**config.mk**
```make
export PLATFORM = sky130hd
export DESIGN_NAME = two_level_priority_interrupt_unit
export DESIGN_NICKNAME = d
export VERILOG_FILES = /design/src/rtl/irq_pkg.sv /design/src/rtl/irq_pick_if.sv /design/src/rtl/irq_pick.sv /design/src/rtl/mc_timing.sv /design/src/rtl/two_level_priority_interrupt_unit.sv
export VERILOG_INCLUDE_DIRS = /design/src /design/src/rtl
export SDC_FILE = /design/constraint.sdc
export NUM_CORES = 1
export LEC_CHECK = 0
export ABC_AREA = 1
export CAP_MARGIN = 20
export CORE_MARGIN = 5
export CORE_UTILIZATION = 47
export CTS_CLUSTER_SIZE = 8
export DETAILED_ROUTE_END_ITERATION = 6
export DONT_BUFFER_PORTS = 1
export GPL_ROUTABILITY_DRIVEN = 0
export PLACE_DENSITY = 0.59
export SETUP_SLACK_MARGIN = 0.5
export SLEW_MARGIN = 20
export SYNTH_ARGS = -nofsm -noshare
export SYNTH_HDL_FRONTEND = slang
export SYNTH_SLANG_ARGS = --single-unit
```
**constraint.sdc**
```tcl
create_clock -name clk -period 3.5 [get_ports clk]
set_input_delay 0.35 -clock clk [delete_from_list [all_inputs] [get_ports clk]]
set_output_delay 0.35 -clock clk [all_outputs]
set_load 0.05 [all_outputs]
```
**src/rtl/irq_consts.svh**
```systemverilog
`ifndef IRQ_CONSTS_SVH
`define IRQ_CONSTS_SVH

// machine cycle of four clocks, phase index 0..3
`define CLKS_PER_MC 4
`define PHASE_POLL 2'h0
`define PHASE_THREE 2'h2
`define PHASE_LAST 2'h3
`define CALL_MCS 4
`define CALL_CLKS (`CALL_MCS * `CLKS_PER_MC)
`define CNT_W 5

// request sources, index 0 wins ties
`define NUM_SRC 13
`define SRC_PFAIL 4'h0
`define SRC_EXT0 4'h1
`define SRC_TMR0 4'h2
`define SRC_EXT1 4'h3
`define SRC_TMR1 4'h4
`define SRC_UART0 4'h5
`define SRC_TMR2 4'h6
`define SRC_UART1 4'h7
`define SRC_EXT2 4'h8
`define SRC_EXT3 4'h9
`define SRC_EXT4 4'hA
`define SRC_EXT5 4'hB
`define SRC_WDOG 4'hC

// vector addresses
`define VEC_EXT0 16'h0003
`define VEC_TMR0 16'h000B
`define VEC_EXT1 16'h0013
`define VEC_TMR1 16'h001B
`define VEC_UART0 16'h0023
`define VEC_TMR2 16'h002B
`define VEC_PFAIL 16'h0033
`define VEC_UART1 16'h003B
`define VEC_EXT2 16'h0043
`define VEC_EXT3 16'h004B
`define VEC_EXT4 16'h0053
`define VEC_EXT5 16'h005B
`define VEC_WDOG 16'h0063

// register byte offsets
`define OFS_ENABLE 8'h00
`define OFS_PRIO 8'h04
`define OFS_XENABLE 8'h08
`define OFS_XPRIO 8'h0C
`define OFS_TRIG 8'h10
`define OFS_FLAGS 8'h14
`define OFS_STATUS 8'h18

// field positions and reset values
`define GATE_BIT 7
`define FLAG_TMR0 6
`define FLAG_TMR1 7
`define RST_BYTE 8'h00
`define RST_PINS 6'h3F

`endif

```
**src/rtl/irq_pkg.sv**
```systemverilog
`include "irq_consts.svh"

package irq_pkg;

	typedef logic [3:0] src_idx_t;
	typedef logic [`NUM_SRC-1:0] src_vec_t;
	typedef enum logic [0:0] {
		CALL_IDLE = 1'b0,
		CALL_RUN = 1'b1
	} call_state_t;

	// fixed entry address of each source
	function automatic logic [15:0] vector_of(input src_idx_t idx);
		case (idx)
			`SRC_PFAIL: vector_of = `VEC_PFAIL;
			`SRC_EXT0: vector_of = `VEC_EXT0;
			`SRC_TMR0: vector_of = `VEC_TMR0;
			`SRC_EXT1: vector_of = `VEC_EXT1;
			`SRC_TMR1: vector_of = `VEC_TMR1;
			`SRC_UART0: vector_of = `VEC_UART0;
			`SRC_TMR2: vector_of = `VEC_TMR2;
			`SRC_UART1: vector_of = `VEC_UART1;
			`SRC_EXT2: vector_of = `VEC_EXT2;
			`SRC_EXT3: vector_of = `VEC_EXT3;
			`SRC_EXT4: vector_of = `VEC_EXT4;
			`SRC_EXT5: vector_of = `VEC_EXT5;
			default: vector_of = `VEC_WDOG;
		endcase
	endfunction : vector_of

endpackage : irq_pkg

```
**src/rtl/irq_pick_if.sv**
```systemverilog
`timescale 1ns/10ps

// requests toward the resolver and its verdict back
interface irq_pick_if;
	import irq_pkg::*;
	src_vec_t req;
	src_vec_t hiSel;
	src_idx_t winIdx;
	logic winValid;
	logic winHi;
	modport pick(input req, input hiSel, output winIdx, output winValid,
		output winHi);
	modport ctrl(output req, output hiSel, input winIdx, input winValid,
		input winHi);
endinterface : irq_pick_if

```
**src/rtl/irq_pick.sv**
```systemverilog
`timescale 1ns/10ps
`include "irq_consts.svh"

module irq_pick (
	irq_pick_if.pick sel // requests in, winner out
);
	import irq_pkg::*;

	src_vec_t hiReq;
	src_vec_t hiPre;
	src_vec_t loPre;
	src_vec_t hiOne;
	src_vec_t loOne;
	src_vec_t oneHot;

	assign hiReq = sel.req & sel.hiSel;

	// prefix chains: a bit is first when nothing of lower index asks
	genvar i;
	generate
		for (i = 0; i < `NUM_SRC; i++) begin : g_src
			if (i == 0) begin : g_first
				assign hiPre[i] = 1'b0;
				assign loPre[i] = 1'b0;
			end else begin : g_rest
				assign hiPre[i] = hiPre[i-1] | hiReq[i-1];
				assign loPre[i] = loPre[i-1] | sel.req[i-1];
			end
			assign hiOne[i] = hiReq[i] & ~hiPre[i];
			assign loOne[i] = sel.req[i] & ~loPre[i];
		end
	endgenerate

	// any high request beats every low one
	assign sel.winHi = |hiReq;
	assign sel.winValid = |sel.req;
	assign oneHot = sel.winHi ? hiOne : loOne;

	// one-hot to index
	always_comb begin
		sel.winIdx = '0;
		for (int k = 0; k < `NUM_SRC; k++) begin
			if (oneHot[k]) begin
				sel.winIdx = src_idx_t'(k);
			end
		end
	end

endmodule : irq_pick

```
**src/rtl/mc_timing.sv**
```systemverilog
`timescale 1ns/10ps
`include "irq_consts.svh"

module mc_timing #(
	parameter int PINS = 6
) (
	input wire logic clk, // system clock
	input wire logic rst, // synchronous reset
	input wire logic [PINS-1:0] pinRaw, // asynchronous pins
	output logic [1:0] phase, // clock index within machine cycle
	output logic [PINS-1:0] pinSync // pins after two flops
);
	logic [PINS-1:0] pinMeta_q;

	// free running phase counter, four clocks per machine cycle
	always_ff @(posedge clk) begin
		if (rst) begin
			phase <= `PHASE_POLL;
		end else begin
			phase <= phase + 2'h1;
		end
	end

	// idle pins are high, so the chain resets high
	always_ff @(posedge clk) begin
		if (rst) begin
			pinMeta_q <= `RST_PINS;
			pinSync <= `RST_PINS;
		end else begin
			pinMeta_q <= pinRaw;
			pinSync <= pinMeta_q;
		end
	end

endmodule : mc_timing

```
**src/rtl/two_level_priority_interrupt_unit.sv**
```systemverilog
`timescale 1ns/10ps
`include "irq_consts.svh"

// Summary of operation
// - each source but power fail picks high or low level; low never preempts high
// - equal level ties go by fixed order, power fail first, watchdog last
// - flags are sampled and resolved within each machine cycle
// - no call while equal or higher level is in service
// - call only in the final machine cycle the core signals
// - no call while an enable or priority write or interrupt return is running
// - requests are never remembered; each poll starts afresh
// - vectoring to timer 0 or 1 clears its overflow flag
// - vectoring clears external 0 or 1 flag only in edge mode
// - serial, timer 2, watchdog, power fail flags stay set on vectoring
// - the call pushes the PC like a long call, status word unsaved
// - vectors 0003h, 000Bh, 0013h, 001Bh, 0023h, 002Bh
// - vectors 003Bh, 0043h, 004Bh, 0053h, 005Bh, 0063h
// - interrupt return ends service; plain return leaves it unchanged
// - external pins sampled at phase three, flags set or reset then
// - timer overflow flags set at phase three, polled next cycle
// - the call takes four machine cycles, five from flag to routine
// - single level response is at most 12 machine cycles, 48 clocks
// - individual enables; global gate masks all but power fail
// - timer 2 and serial requests are ORs of their two flags
module two_level_priority_interrupt_unit (
	input wire logic clk, // system clock, 20 MHz
	input wire logic rst, // synchronous reset, active high
	input wire logic wb_cyc_i, // bus cycle
	input wire logic wb_stb_i, // bus strobe
	input wire logic wb_we_i, // bus write
	input wire logic [7:0] wb_adr_i, // byte address
	input wire logic [3:0] wb_sel_i, // byte lanes
	input wire logic [31:0] wb_dat_i, // write data
	output logic wb_ack_o, // bus acknowledge
	output logic [31:0] wb_dat_o, // read data
	input wire logic [5:0] extIrqPinN, // external request pins, low
	input wire logic timer0OverflowSet, // timer 0 overflow pulse
	input wire logic timer1OverflowSet, // timer 1 overflow pulse
	input wire logic timer2OverflowFlag, // timer 2 overflow flag
	input wire logic timer2ExternalFlag, // timer 2 capture flag
	input wire logic uart0ReceiveDone, // serial 0 receive flag
	input wire logic uart0TransmitDone, // serial 0 transmit flag
	input wire logic uart1ReceiveDone, // serial 1 receive flag
	input wire logic uart1TransmitDone, // serial 1 transmit flag
	input wire logic wdogTimeoutFlag, // watchdog flag
	input wire logic powerFailFlag, // power fail flag
	input wire logic instrLast, // final machine cycle of instruction
	input wire logic coreCfgWrite, // instruction writes enable/prio
	input wire logic isrExitInstr, // instruction is interrupt return
	output logic vecCall, // one clock: start hardware call
	output logic [15:0] vecAddr, // entry address of the call
	output logic callBusy, // call in progress
	output logic inSvcHi, // high level routine active
	output logic inSvcLo // low level routine active
);
	import irq_pkg::*;

	logic [1:0] phase;
	logic [5:0] pinSync;
	logic ack_q;
	logic [7:0] enable_q;
	logic [6:0] prio_q;
	logic [4:0] xEnable_q;
	logic [4:0] xPrio_q;
	logic [1:0] trig_q;
	logic [7:0] flag_q;
	logic [7:0] flag_d;
	logic [5:0] pinPrev_q;
	logic [1:0] ovfPend_q;
	logic cfgSeen_q;
	src_vec_t snap_q;
	call_state_t state_q;
	call_state_t state_d;
	logic [`CNT_W-1:0] cnt_q;
	logic [`CNT_W-1:0] cnt_d;

	irq_pick_if pickBus ();

	mc_timing #(
		.PINS(6)
	) u_timing (
		.clk(clk),
		.rst(rst),
		.pinRaw(extIrqPinN),
		.phase(phase),
		.pinSync(pinSync)
	);

	irq_pick u_pick (
		.sel(pickBus)
	);

	// bus decode; a write lands on the edge where ack is seen
	wire wbReq = wb_cyc_i & wb_stb_i;
	wire wbWr = wbReq & wb_we_i & ack_q & wb_sel_i[0];
	wire [7:0] wdat = wb_dat_i[7:0];
	wire selEn = wb_adr_i == `OFS_ENABLE;
	wire selPri = wb_adr_i == `OFS_PRIO;
	wire selXen = wb_adr_i == `OFS_XENABLE;
	wire selXpri = wb_adr_i == `OFS_XPRIO;
	wire selTrig = wb_adr_i == `OFS_TRIG;
	wire selFlag = wb_adr_i == `OFS_FLAGS;
	wire selStat = wb_adr_i == `OFS_STATUS;
	wire flagWr = wbWr & selFlag;
	wire cfgWr = wbWr & (selEn | selPri | selXen | selXpri);

	// read mux; unmapped offsets read zero
	wire [7:0] statusByte = {5'h00, callBusy, inSvcHi, inSvcLo};
	wire [7:0] rdByte =
		selEn ? enable_q :
		selPri ? {1'b0, prio_q} :
		selXen ? {3'h0, xEnable_q} :
		selXpri ? {3'h0, xPrio_q} :
		selTrig ? {6'h00, trig_q} :
		selFlag ? flag_q :
		selStat ? statusByte : 8'h00;

	// machine cycle moments
	wire pollStart = phase == `PHASE_POLL;
	wire samplePins = phase == `PHASE_THREE;
	wire pollEdge = phase == `PHASE_LAST;

	// source flags in resolution order, index 0 is power fail
	wire gate = enable_q[`GATE_BIT];
	src_vec_t srcFlag;
	src_vec_t srcEn;
	assign srcFlag = {wdogTimeoutFlag, flag_q[5:2],
		uart1ReceiveDone | uart1TransmitDone,
		timer2OverflowFlag | timer2ExternalFlag,
		uart0ReceiveDone | uart0TransmitDone,
		flag_q[`FLAG_TMR1], flag_q[1], flag_q[`FLAG_TMR0], flag_q[0],
		powerFailFlag};
	// power fail escapes the global gate and always ranks high
	assign srcEn = {({xEnable_q, enable_q[6:0]} & {12{gate}}), 1'b1};
	assign pickBus.req = snap_q;
	assign pickBus.hiSel = {xPrio_q, prio_q, 1'b1};

	// the three permission tests for a call
	wire levelOk = pickBus.winHi ? ~inSvcHi : ~(inSvcHi | inSvcLo);
	wire suppress = cfgSeen_q | cfgWr | coreCfgWrite | isrExitInstr;
	wire idle = state_q == CALL_IDLE;
	// worst single-level latency follows from these gates alone
	wire fire = pollEdge & instrLast & pickBus.winValid & levelOk &
		~suppress & idle;
	wire exitNow = pollEdge & instrLast & isrExitInstr;
	wire winEdge = pickBus.winIdx == `SRC_EXT0 ? trig_q[0] :
		pickBus.winIdx == `SRC_EXT1 ? trig_q[1] : 1'b0;

	// only the timer 0/1 flags and edge-mode ext 0/1 flags are cleared;
	// every other source keeps its flag for software
	wire [7:0] vecClr = {
		fire & (pickBus.winIdx == `SRC_TMR1),
		fire & (pickBus.winIdx == `SRC_TMR0),
		4'h0,
		fire & winEdge & (pickBus.winIdx == `SRC_EXT1),
		fire & winEdge & (pickBus.winIdx == `SRC_EXT0)};

	// falling edge seen between two phase three samples
	wire [5:0] edgeSet = pinPrev_q & ~pinSync & {4'hF, trig_q};

	// flag next value: software write, vector clear, then hardware set
	always_comb begin
		flag_d = flagWr ? wdat : flag_q;
		flag_d = flag_d & ~vecClr;
		if (samplePins) begin
			flag_d[5:0] = flag_d[5:0] | edgeSet;
			if (~trig_q[0]) begin
				flag_d[0] = ~pinSync[0];
			end
			if (~trig_q[1]) begin
				flag_d[1] = ~pinSync[1];
			end
			flag_d[`FLAG_TMR0] = flag_d[`FLAG_TMR0] |
				ovfPend_q[0] | timer0OverflowSet;
			flag_d[`FLAG_TMR1] = flag_d[`FLAG_TMR1] |
				ovfPend_q[1] | timer1OverflowSet;
		end
	end

	// call sequencer: four machine cycles of stall for the core
	always_comb begin
		state_d = state_q;
		cnt_d = cnt_q;
		case (state_q)
			CALL_IDLE: begin
				if (fire) begin
					state_d = CALL_RUN;
					cnt_d = `CNT_W'(`CALL_CLKS - 1);
				end
			end
			CALL_RUN: begin
				if (cnt_q == '0) begin
					state_d = CALL_IDLE;
				end else begin
					cnt_d = cnt_q - `CNT_W'(1);
				end
			end
			default: begin
				state_d = CALL_IDLE;
				cnt_d = '0;
			end
		endcase
	end

	// bus slave: ack one clock after the request, dropped next clock
	always_ff @(posedge clk) begin
		if (rst) begin
			wb_ack_o <= 1'b0;
			ack_q <= 1'b0;
			wb_dat_o <= '0;
		end else begin
			wb_ack_o <= wbReq & ~ack_q;
			ack_q <= wbReq & ~ack_q;
			if (wbReq & ~ack_q) begin
				wb_dat_o <= {24'h000000, rdByte};
			end
		end
	end

	// software configuration registers
	always_ff @(posedge clk) begin
		if (rst) begin
			enable_q <= `RST_BYTE;
			prio_q <= 7'h00;
			xEnable_q <= 5'h00;
			xPrio_q <= 5'h00;
			trig_q <= 2'h0;
		end else if (wbWr) begin
			enable_q <= selEn ? wdat : enable_q;
			prio_q <= selPri ? wdat[6:0] : prio_q;
			xEnable_q <= selXen ? wdat[4:0] : xEnable_q;
			xPrio_q <= selXpri ? wdat[4:0] : xPrio_q;
			trig_q <= selTrig ? wdat[1:0] : trig_q;
		end
	end

	// a config write blocks the poll of its own machine cycle; the set
	// wins over the end-of-cycle clear so a late write is not lost
	always_ff @(posedge clk) begin
		if (rst) begin
			cfgSeen_q <= 1'b0;
		end else begin
			cfgSeen_q <= cfgWr | (cfgSeen_q & ~pollEdge);
		end
	end

	// request flags and the pin history behind edge detection
	always_ff @(posedge clk) begin
		if (rst) begin
			flag_q <= `RST_BYTE;
			pinPrev_q <= `RST_PINS;
			ovfPend_q <= 2'h0;
		end else begin
			flag_q <= flag_d;
			if (samplePins) begin
				pinPrev_q <= pinSync;
			end
			// timer pulses wait for the next phase three sample
			ovfPend_q <= samplePins ? 2'h0 :
				ovfPend_q | {timer1OverflowSet, timer0OverflowSet};
		end
	end

	// snapshot at the start of each cycle: flags set at phase three are
	// seen only one machine cycle later, and nothing is kept over
	always_ff @(posedge clk) begin
		if (rst) begin
			snap_q <= '0;
		end else if (pollStart) begin
			snap_q <= srcFlag & srcEn;
		end
	end

	// call launch; the core pushes the PC only, as for a long call
	always_ff @(posedge clk) begin
		if (rst) begin
			state_q <= CALL_IDLE;
			cnt_q <= '0;
			callBusy <= 1'b0;
			vecCall <= 1'b0;
			vecAddr <= 16'h0000;
		end else begin
			state_q <= state_d;
			cnt_q <= cnt_d;
			callBusy <= state_d == CALL_RUN;
			vecCall <= fire;
			if (fire) begin
				vecAddr <= vector_of(pickBus.winIdx);
			end
		end
	end

	// in-service bits; a plain return never reaches exitNow
	always_ff @(posedge clk) begin
		if (rst) begin
			inSvcHi <= 1'b0;
			inSvcLo <= 1'b0;
		end else if (fire) begin
			inSvcHi <= inSvcHi | pickBus.winHi;
			inSvcLo <= inSvcLo | ~pickBus.winHi;
		end else if (exitNow) begin
			inSvcHi <= 1'b0;
			inSvcLo <= inSvcHi & inSvcLo;
		end
	end

	property p_call_last;
		@(posedge clk) disable iff (rst)
		vecCall |-> $past(instrLast) && $past(phase) == `PHASE_LAST;
	endproperty
	a_call_last: assert property (p_call_last)
		else $error("call outside final machine cycle");

	property p_no_preempt;
		@(posedge clk) disable iff (rst)
		$rose(inSvcLo) |-> !$past(inSvcHi);
	endproperty
	a_no_preempt: assert property (p_no_preempt)
		else $error("low routine entered over high one");

	property p_suppress;
		@(posedge clk) disable iff (rst)
		vecCall |-> !$past(cfgSeen_q) && !$past(isrExitInstr)
			&& !$past(coreCfgWrite);
	endproperty
	a_suppress: assert property (p_suppress)
		else $error("call during blocked instruction");

	property p_call_len;
		@(posedge clk) disable iff (rst)
		$rose(callBusy) |-> vecCall ##15 callBusy ##1 !callBusy;
	endproperty
	a_call_len: assert property (p_call_len)
		else $error("call length is not four machine cycles");

	property p_tmr0_clear;
		@(posedge clk) disable iff (rst)
		vecCall && vecAddr == `VEC_TMR0 |->
			!flag_q[`FLAG_TMR0] || $past(flagWr);
	endproperty
	a_tmr0_clear: assert property (p_tmr0_clear)
		else $error("timer 0 flag not cleared on vectoring");

	property p_level_keep;
		@(posedge clk) disable iff (rst)
		vecCall && vecAddr == `VEC_EXT0 && !trig_q[0] |->
			flag_q[0] == $past(flag_q[0]) || $past(flagWr);
	endproperty
	a_level_keep: assert property (p_level_keep)
		else $error("level mode flag cleared by vectoring");

	property p_exit_hi;
		@(posedge clk) disable iff (rst)
		exitNow && inSvcHi |=> !inSvcHi && inSvcLo == $past(inSvcLo);
	endproperty
	a_exit_hi: assert property (p_exit_hi)
		else $error("return did not clear the high level");

	property p_vec_align;
		@(posedge clk) disable iff (rst)
		vecCall |-> vecAddr[2:0] == 3'h3 && vecAddr[15:7] == 9'h000;
	endproperty
	a_vec_align: assert property (p_vec_align)
		else $error("vector address off the table");

endmodule : two_level_priority_interrupt_unit

```
==> impl_metrics.env <==
export IMPL_status="finished, final reports clean"
export IMPL_start_util=0.4845
export IMPL_synth_most_common_cell="nand2_1"
export IMPL_hold_viol_final=0
export IMPL_critPathMaxFanout=11
export IMPL_core_sq_um=9864
export IMPL_yosys_area_share_simple=0.2762
export IMPL_slew_headroom=0.3527
export IMPL_filler_cell_count=984
export IMPL_grt_pass1_wl_mm=19.39
export IMPL_synthesis_instances=660
export IMPL_drive_above_1_share=0.09408
export IMPL_fmax_mhz=371.5
export IMPL_cp_start_kind="register"
export IMPL_syn_area_per_cell_sq_um=7.242
export IMPL_async_flop_share=0
export IMPL_synth_top_area_cell="dfxtp_1"
export IMPL_slew_violations=0
export IMPL_p_per_area_nw_per_um2=424.7
export IMPL_die_h_um=110.8
export IMPL_fin_area_sq_um=4936
export IMPL_period_share=0.7691
export IMPL_yosysWarnings=0
export IMPL_min_delay_path_class="in -> reg"
export IMPL_worst_slack_ps=808.0
export IMPL_pin_count=121
export IMPL_drc=0
export IMPL_totalWireLength_mm=12.18
export IMPL_leakagePower_nw=2.192
export IMPL_synth_top_area_share=0.3937
export IMPL_drt_initial_drc_count=351
export IMPL_grt_use_total=0.1933
export IMPL_total_power_mw=2.096
export IMPL_ir_drop_mv=0.2723
export IMPL_yosys_register_bits=94
export IMPL_yosys_mux_area_fraction=0.002356
export IMPL_cts_buffer_depth=2
export IMPL_grt_busiest_layer="met2"
export IMPL_viasPerCell=5.299
export IMPL_dp_hpwl_mm=9.123
export IMPL_die_area_sq_um=12290
export IMPL_firstDrtPassIters=5
export IMPL_synth_adder_area_share=0.02356
export IMPL_yosys_most_used_dff="dfxtp_1"
export IMPL_cts_resized=0
export IMPL_fin_crit_ps=2692
export IMPL_grt_use_met2=0.3103
export IMPL_setup_viol=0
export IMPL_synth_top_family_by_area="simple AND/OR/NAND/NOR gates"
export IMPL_postCtsSetupBuffers=0
export IMPL_antenna_found_initial=0
export IMPL_holdBufCountCts=0
export IMPL_skew_ps=10.30
export IMPL_cts_htree_levels=3
export IMPL_final_nets=731
export IMPL_clk_latency_ps=360
export IMPL_gr_total_overflow=0
export IMPL_yosysSeqAreaShare=0.3937
export IMPL_grt_max_degree=45
export IMPL_wl_per_cell_um=15.38
export IMPL_synth_edf_count=0
export IMPL_drv_cap=0
export IMPL_met1_usage=0.2582
export IMPL_cts_root_buf="clkbuf_8"
export IMPL_tns_ps=0
export IMPL_yosys_top_cells_area="dfxtp_1, nand2_1, nor2_1, inv_1, buf_4"
export IMPL_yosysUniqueCellTypes=43
export IMPL_syn_area_sq_um=4780
export IMPL_clkTransAtPathRegs_ps=90
export IMPL_pre_cts_ws_ps=843.6
export IMPL_cp_data_arrival_time_ps=2950
export IMPL_vias=4197
export IMPL_syn2layout_area_growth_pct=3.272
export IMPL_placement_rows=36
export IMPL_tightest_slew_ps=969.6
export IMPL_globalRouteMet3Util=0.03930
export IMPL_clock_sinks=94
export IMPL_synth_compound_area_frac=0.1668
export IMPL_rsz0062_at_grt="no"
export IMPL_cts_tree="built"
export IMPL_required_ps=3760
export IMPL_numCtsBuffers=9
export IMPL_end_kind="register"
export IMPL_dpl_cell_area_sq_um=4746
export IMPL_grt_pass1_vias=3799
export IMPL_antenna_left=0
export IMPL_die_w_um=110.8
export IMPL_portBuffers=0
export IMPL_synthTopCellsByCount="nand2_1, dfxtp_1, nor2_1"
export IMPL_synth_xor_area_frac=0.003665
export IMPL_antenna_cells=0
export IMPL_worstSetupPathType="reg -> reg"
## critical path, stage by stage, from the launching register on
cell and delay, ps:
dfxtp_1 340, nand2_1 120, nand2_1 120, nor2_1 120, nand2_1 130, nor2_4 280, nand2_1 120, nand2_2 110
inv_1 60, nor2_1 200, nand4_1 230, inv_1 130, ha_1 210, o21ai_0 90, nor2_1 120, nand3_1 90
nand2_1 70, nand2_1 50
## cell type report
| type | count | area (sq um) | area share |
|---|---|---|---|
| Multi-Input combinational cell | 468 | 2386 | 0.4834 |
| Sequential cell | 94 | 1882 | 0.3812 |
| Inverter | 79 | 296.5 | 0.06008 |
| Tap cell | 133 | 166.4 | 0.03371 |
| Clock buffer | 11 | 131.4 | 0.02662 |
| Clock inverter | 5 | 58.81 | 0.01191 |
| Timing Repair Buffer | 2 | 15.01 | 0.003042 |
## final timing paths
check	from	end	slack, ps	cells after the start
worst max-delay path	xPrio_q[0]$_SDFFE_PP0P_	flag_q[1]$_SDFF_PP0_	810	17
worst min-delay path	rst	cnt_q[3]$_SDFFE_PP0P_	50	1
worst max register to register	xPrio_q[0]$_SDFFE_PP0P_	flag_q[1]$_SDFF_PP0_	810	17
worst min register to register	u_timing.pinMeta_q[4]$_SDFF_PP1_	u_timing.pinSync[4]$_SDFF_PP1_	410	1
## layer usage
layer / vias to the layer above / part of all wire
met5: - / 0
met4: 0 / 0.024
met3: 23 / 0.082
met2: 162 / 0.45
met1: 1932 / 0.45
li1: 2080 / -
## logic make-up after synthesis
group                      Yosys count
AOI/OAI and AO/OA                  134
DFF                                 94
adders and majority gates            9
buffers and inverters              131
xor gates and xnor gates             2
muxes                                1
and+or+nand+nor                    288
other                                1
## registers in the layout, indices dropped and copies added (netlist names), 5 cells and up
register and flops:
vecAddr 5, enable_q 8, pickBus.req 13, cnt_q 5, xPrio_q 5, wb_dat_o 8, prio_q 7, xEnable_q 5
pinPrev_q 6, u_timing.pinMeta_q 6, flag_q 8, u_timing.pinSync 6
## power by group
group | internal (mW) | leakage, nW | switching (mW)
Combinational | 0.0636 | 1.34 | 0.208
Clock | 0.332 | 0.0899 | 0.378
Sequential | 1.09 | 0.763 | 0.0238
Total | 1.49 | 2.19 | 0.610
## cell usage in the layout, fill, tap and decap left out, types with 2 or more instances in the layout
| cell type | Yosys | layout |
|---|---|---|
| nand2_1 | 107 | 107 |
| dfxtp_1 | 94 | 94 |
| nor2_1 | 93 | 93 |
| inv_1 | 73 | 73 |
| a21oi_1 | 45 | 45 |
| o21ai_0 | 43 | 43 |
| conb_1 | 1 | 34 |
| nand3_1 | 29 | 29 |
| or2_2 | 16 | 16 |
| nand4_1 | 12 | 12 |
| a32oi_1 | 12 | 12 |
| nand2_2 | 9 | 9 |
| ha_1 | 9 | 9 |
| clkbuf_8 | 0 | 9 |
| o211ai_1 | 7 | 7 |
| o21ai_1 | 7 | 7 |
| nor3_1 | 5 | 5 |
| nor2_2 | 5 | 5 |
| inv_2 | 4 | 4 |
| nor2_4 | 3 | 3 |
| a211oi_1 | 3 | 3 |
| o31ai_1 | 3 | 3 |
| clkinv_1 | 2 | 2 |
| nor2_8 | 2 | 2 |
| nand2_4 | 2 | 2 |
| a21oi_2 | 2 | 2 |
| a22o_1 | 2 | 2 |
| a221oi_1 | 2 | 2 |
| nand3_2 | 2 | 2 |
| o221ai_1 | 2 | 2 |
| xor2_1 | 2 | 2 |
| a31oi_1 | 2 | 2 |
| clkbuf_1 | 14 | 2 |
| clkinvlp_4 | 0 | 2 |
| buf_4 | 36 | 2 |
## per-stage QoR
step                std cells  hold slack (ps)  utilization
floorplan                 693            389.5            -
global placement          776            392.1       0.4811
detailed placement        776            396.0       0.4811
CTS                       792            30.74       0.5004
global route              792            31.10       0.5004
finish                    792            48.73       0.5004
(Power assumes the default switching activity.)
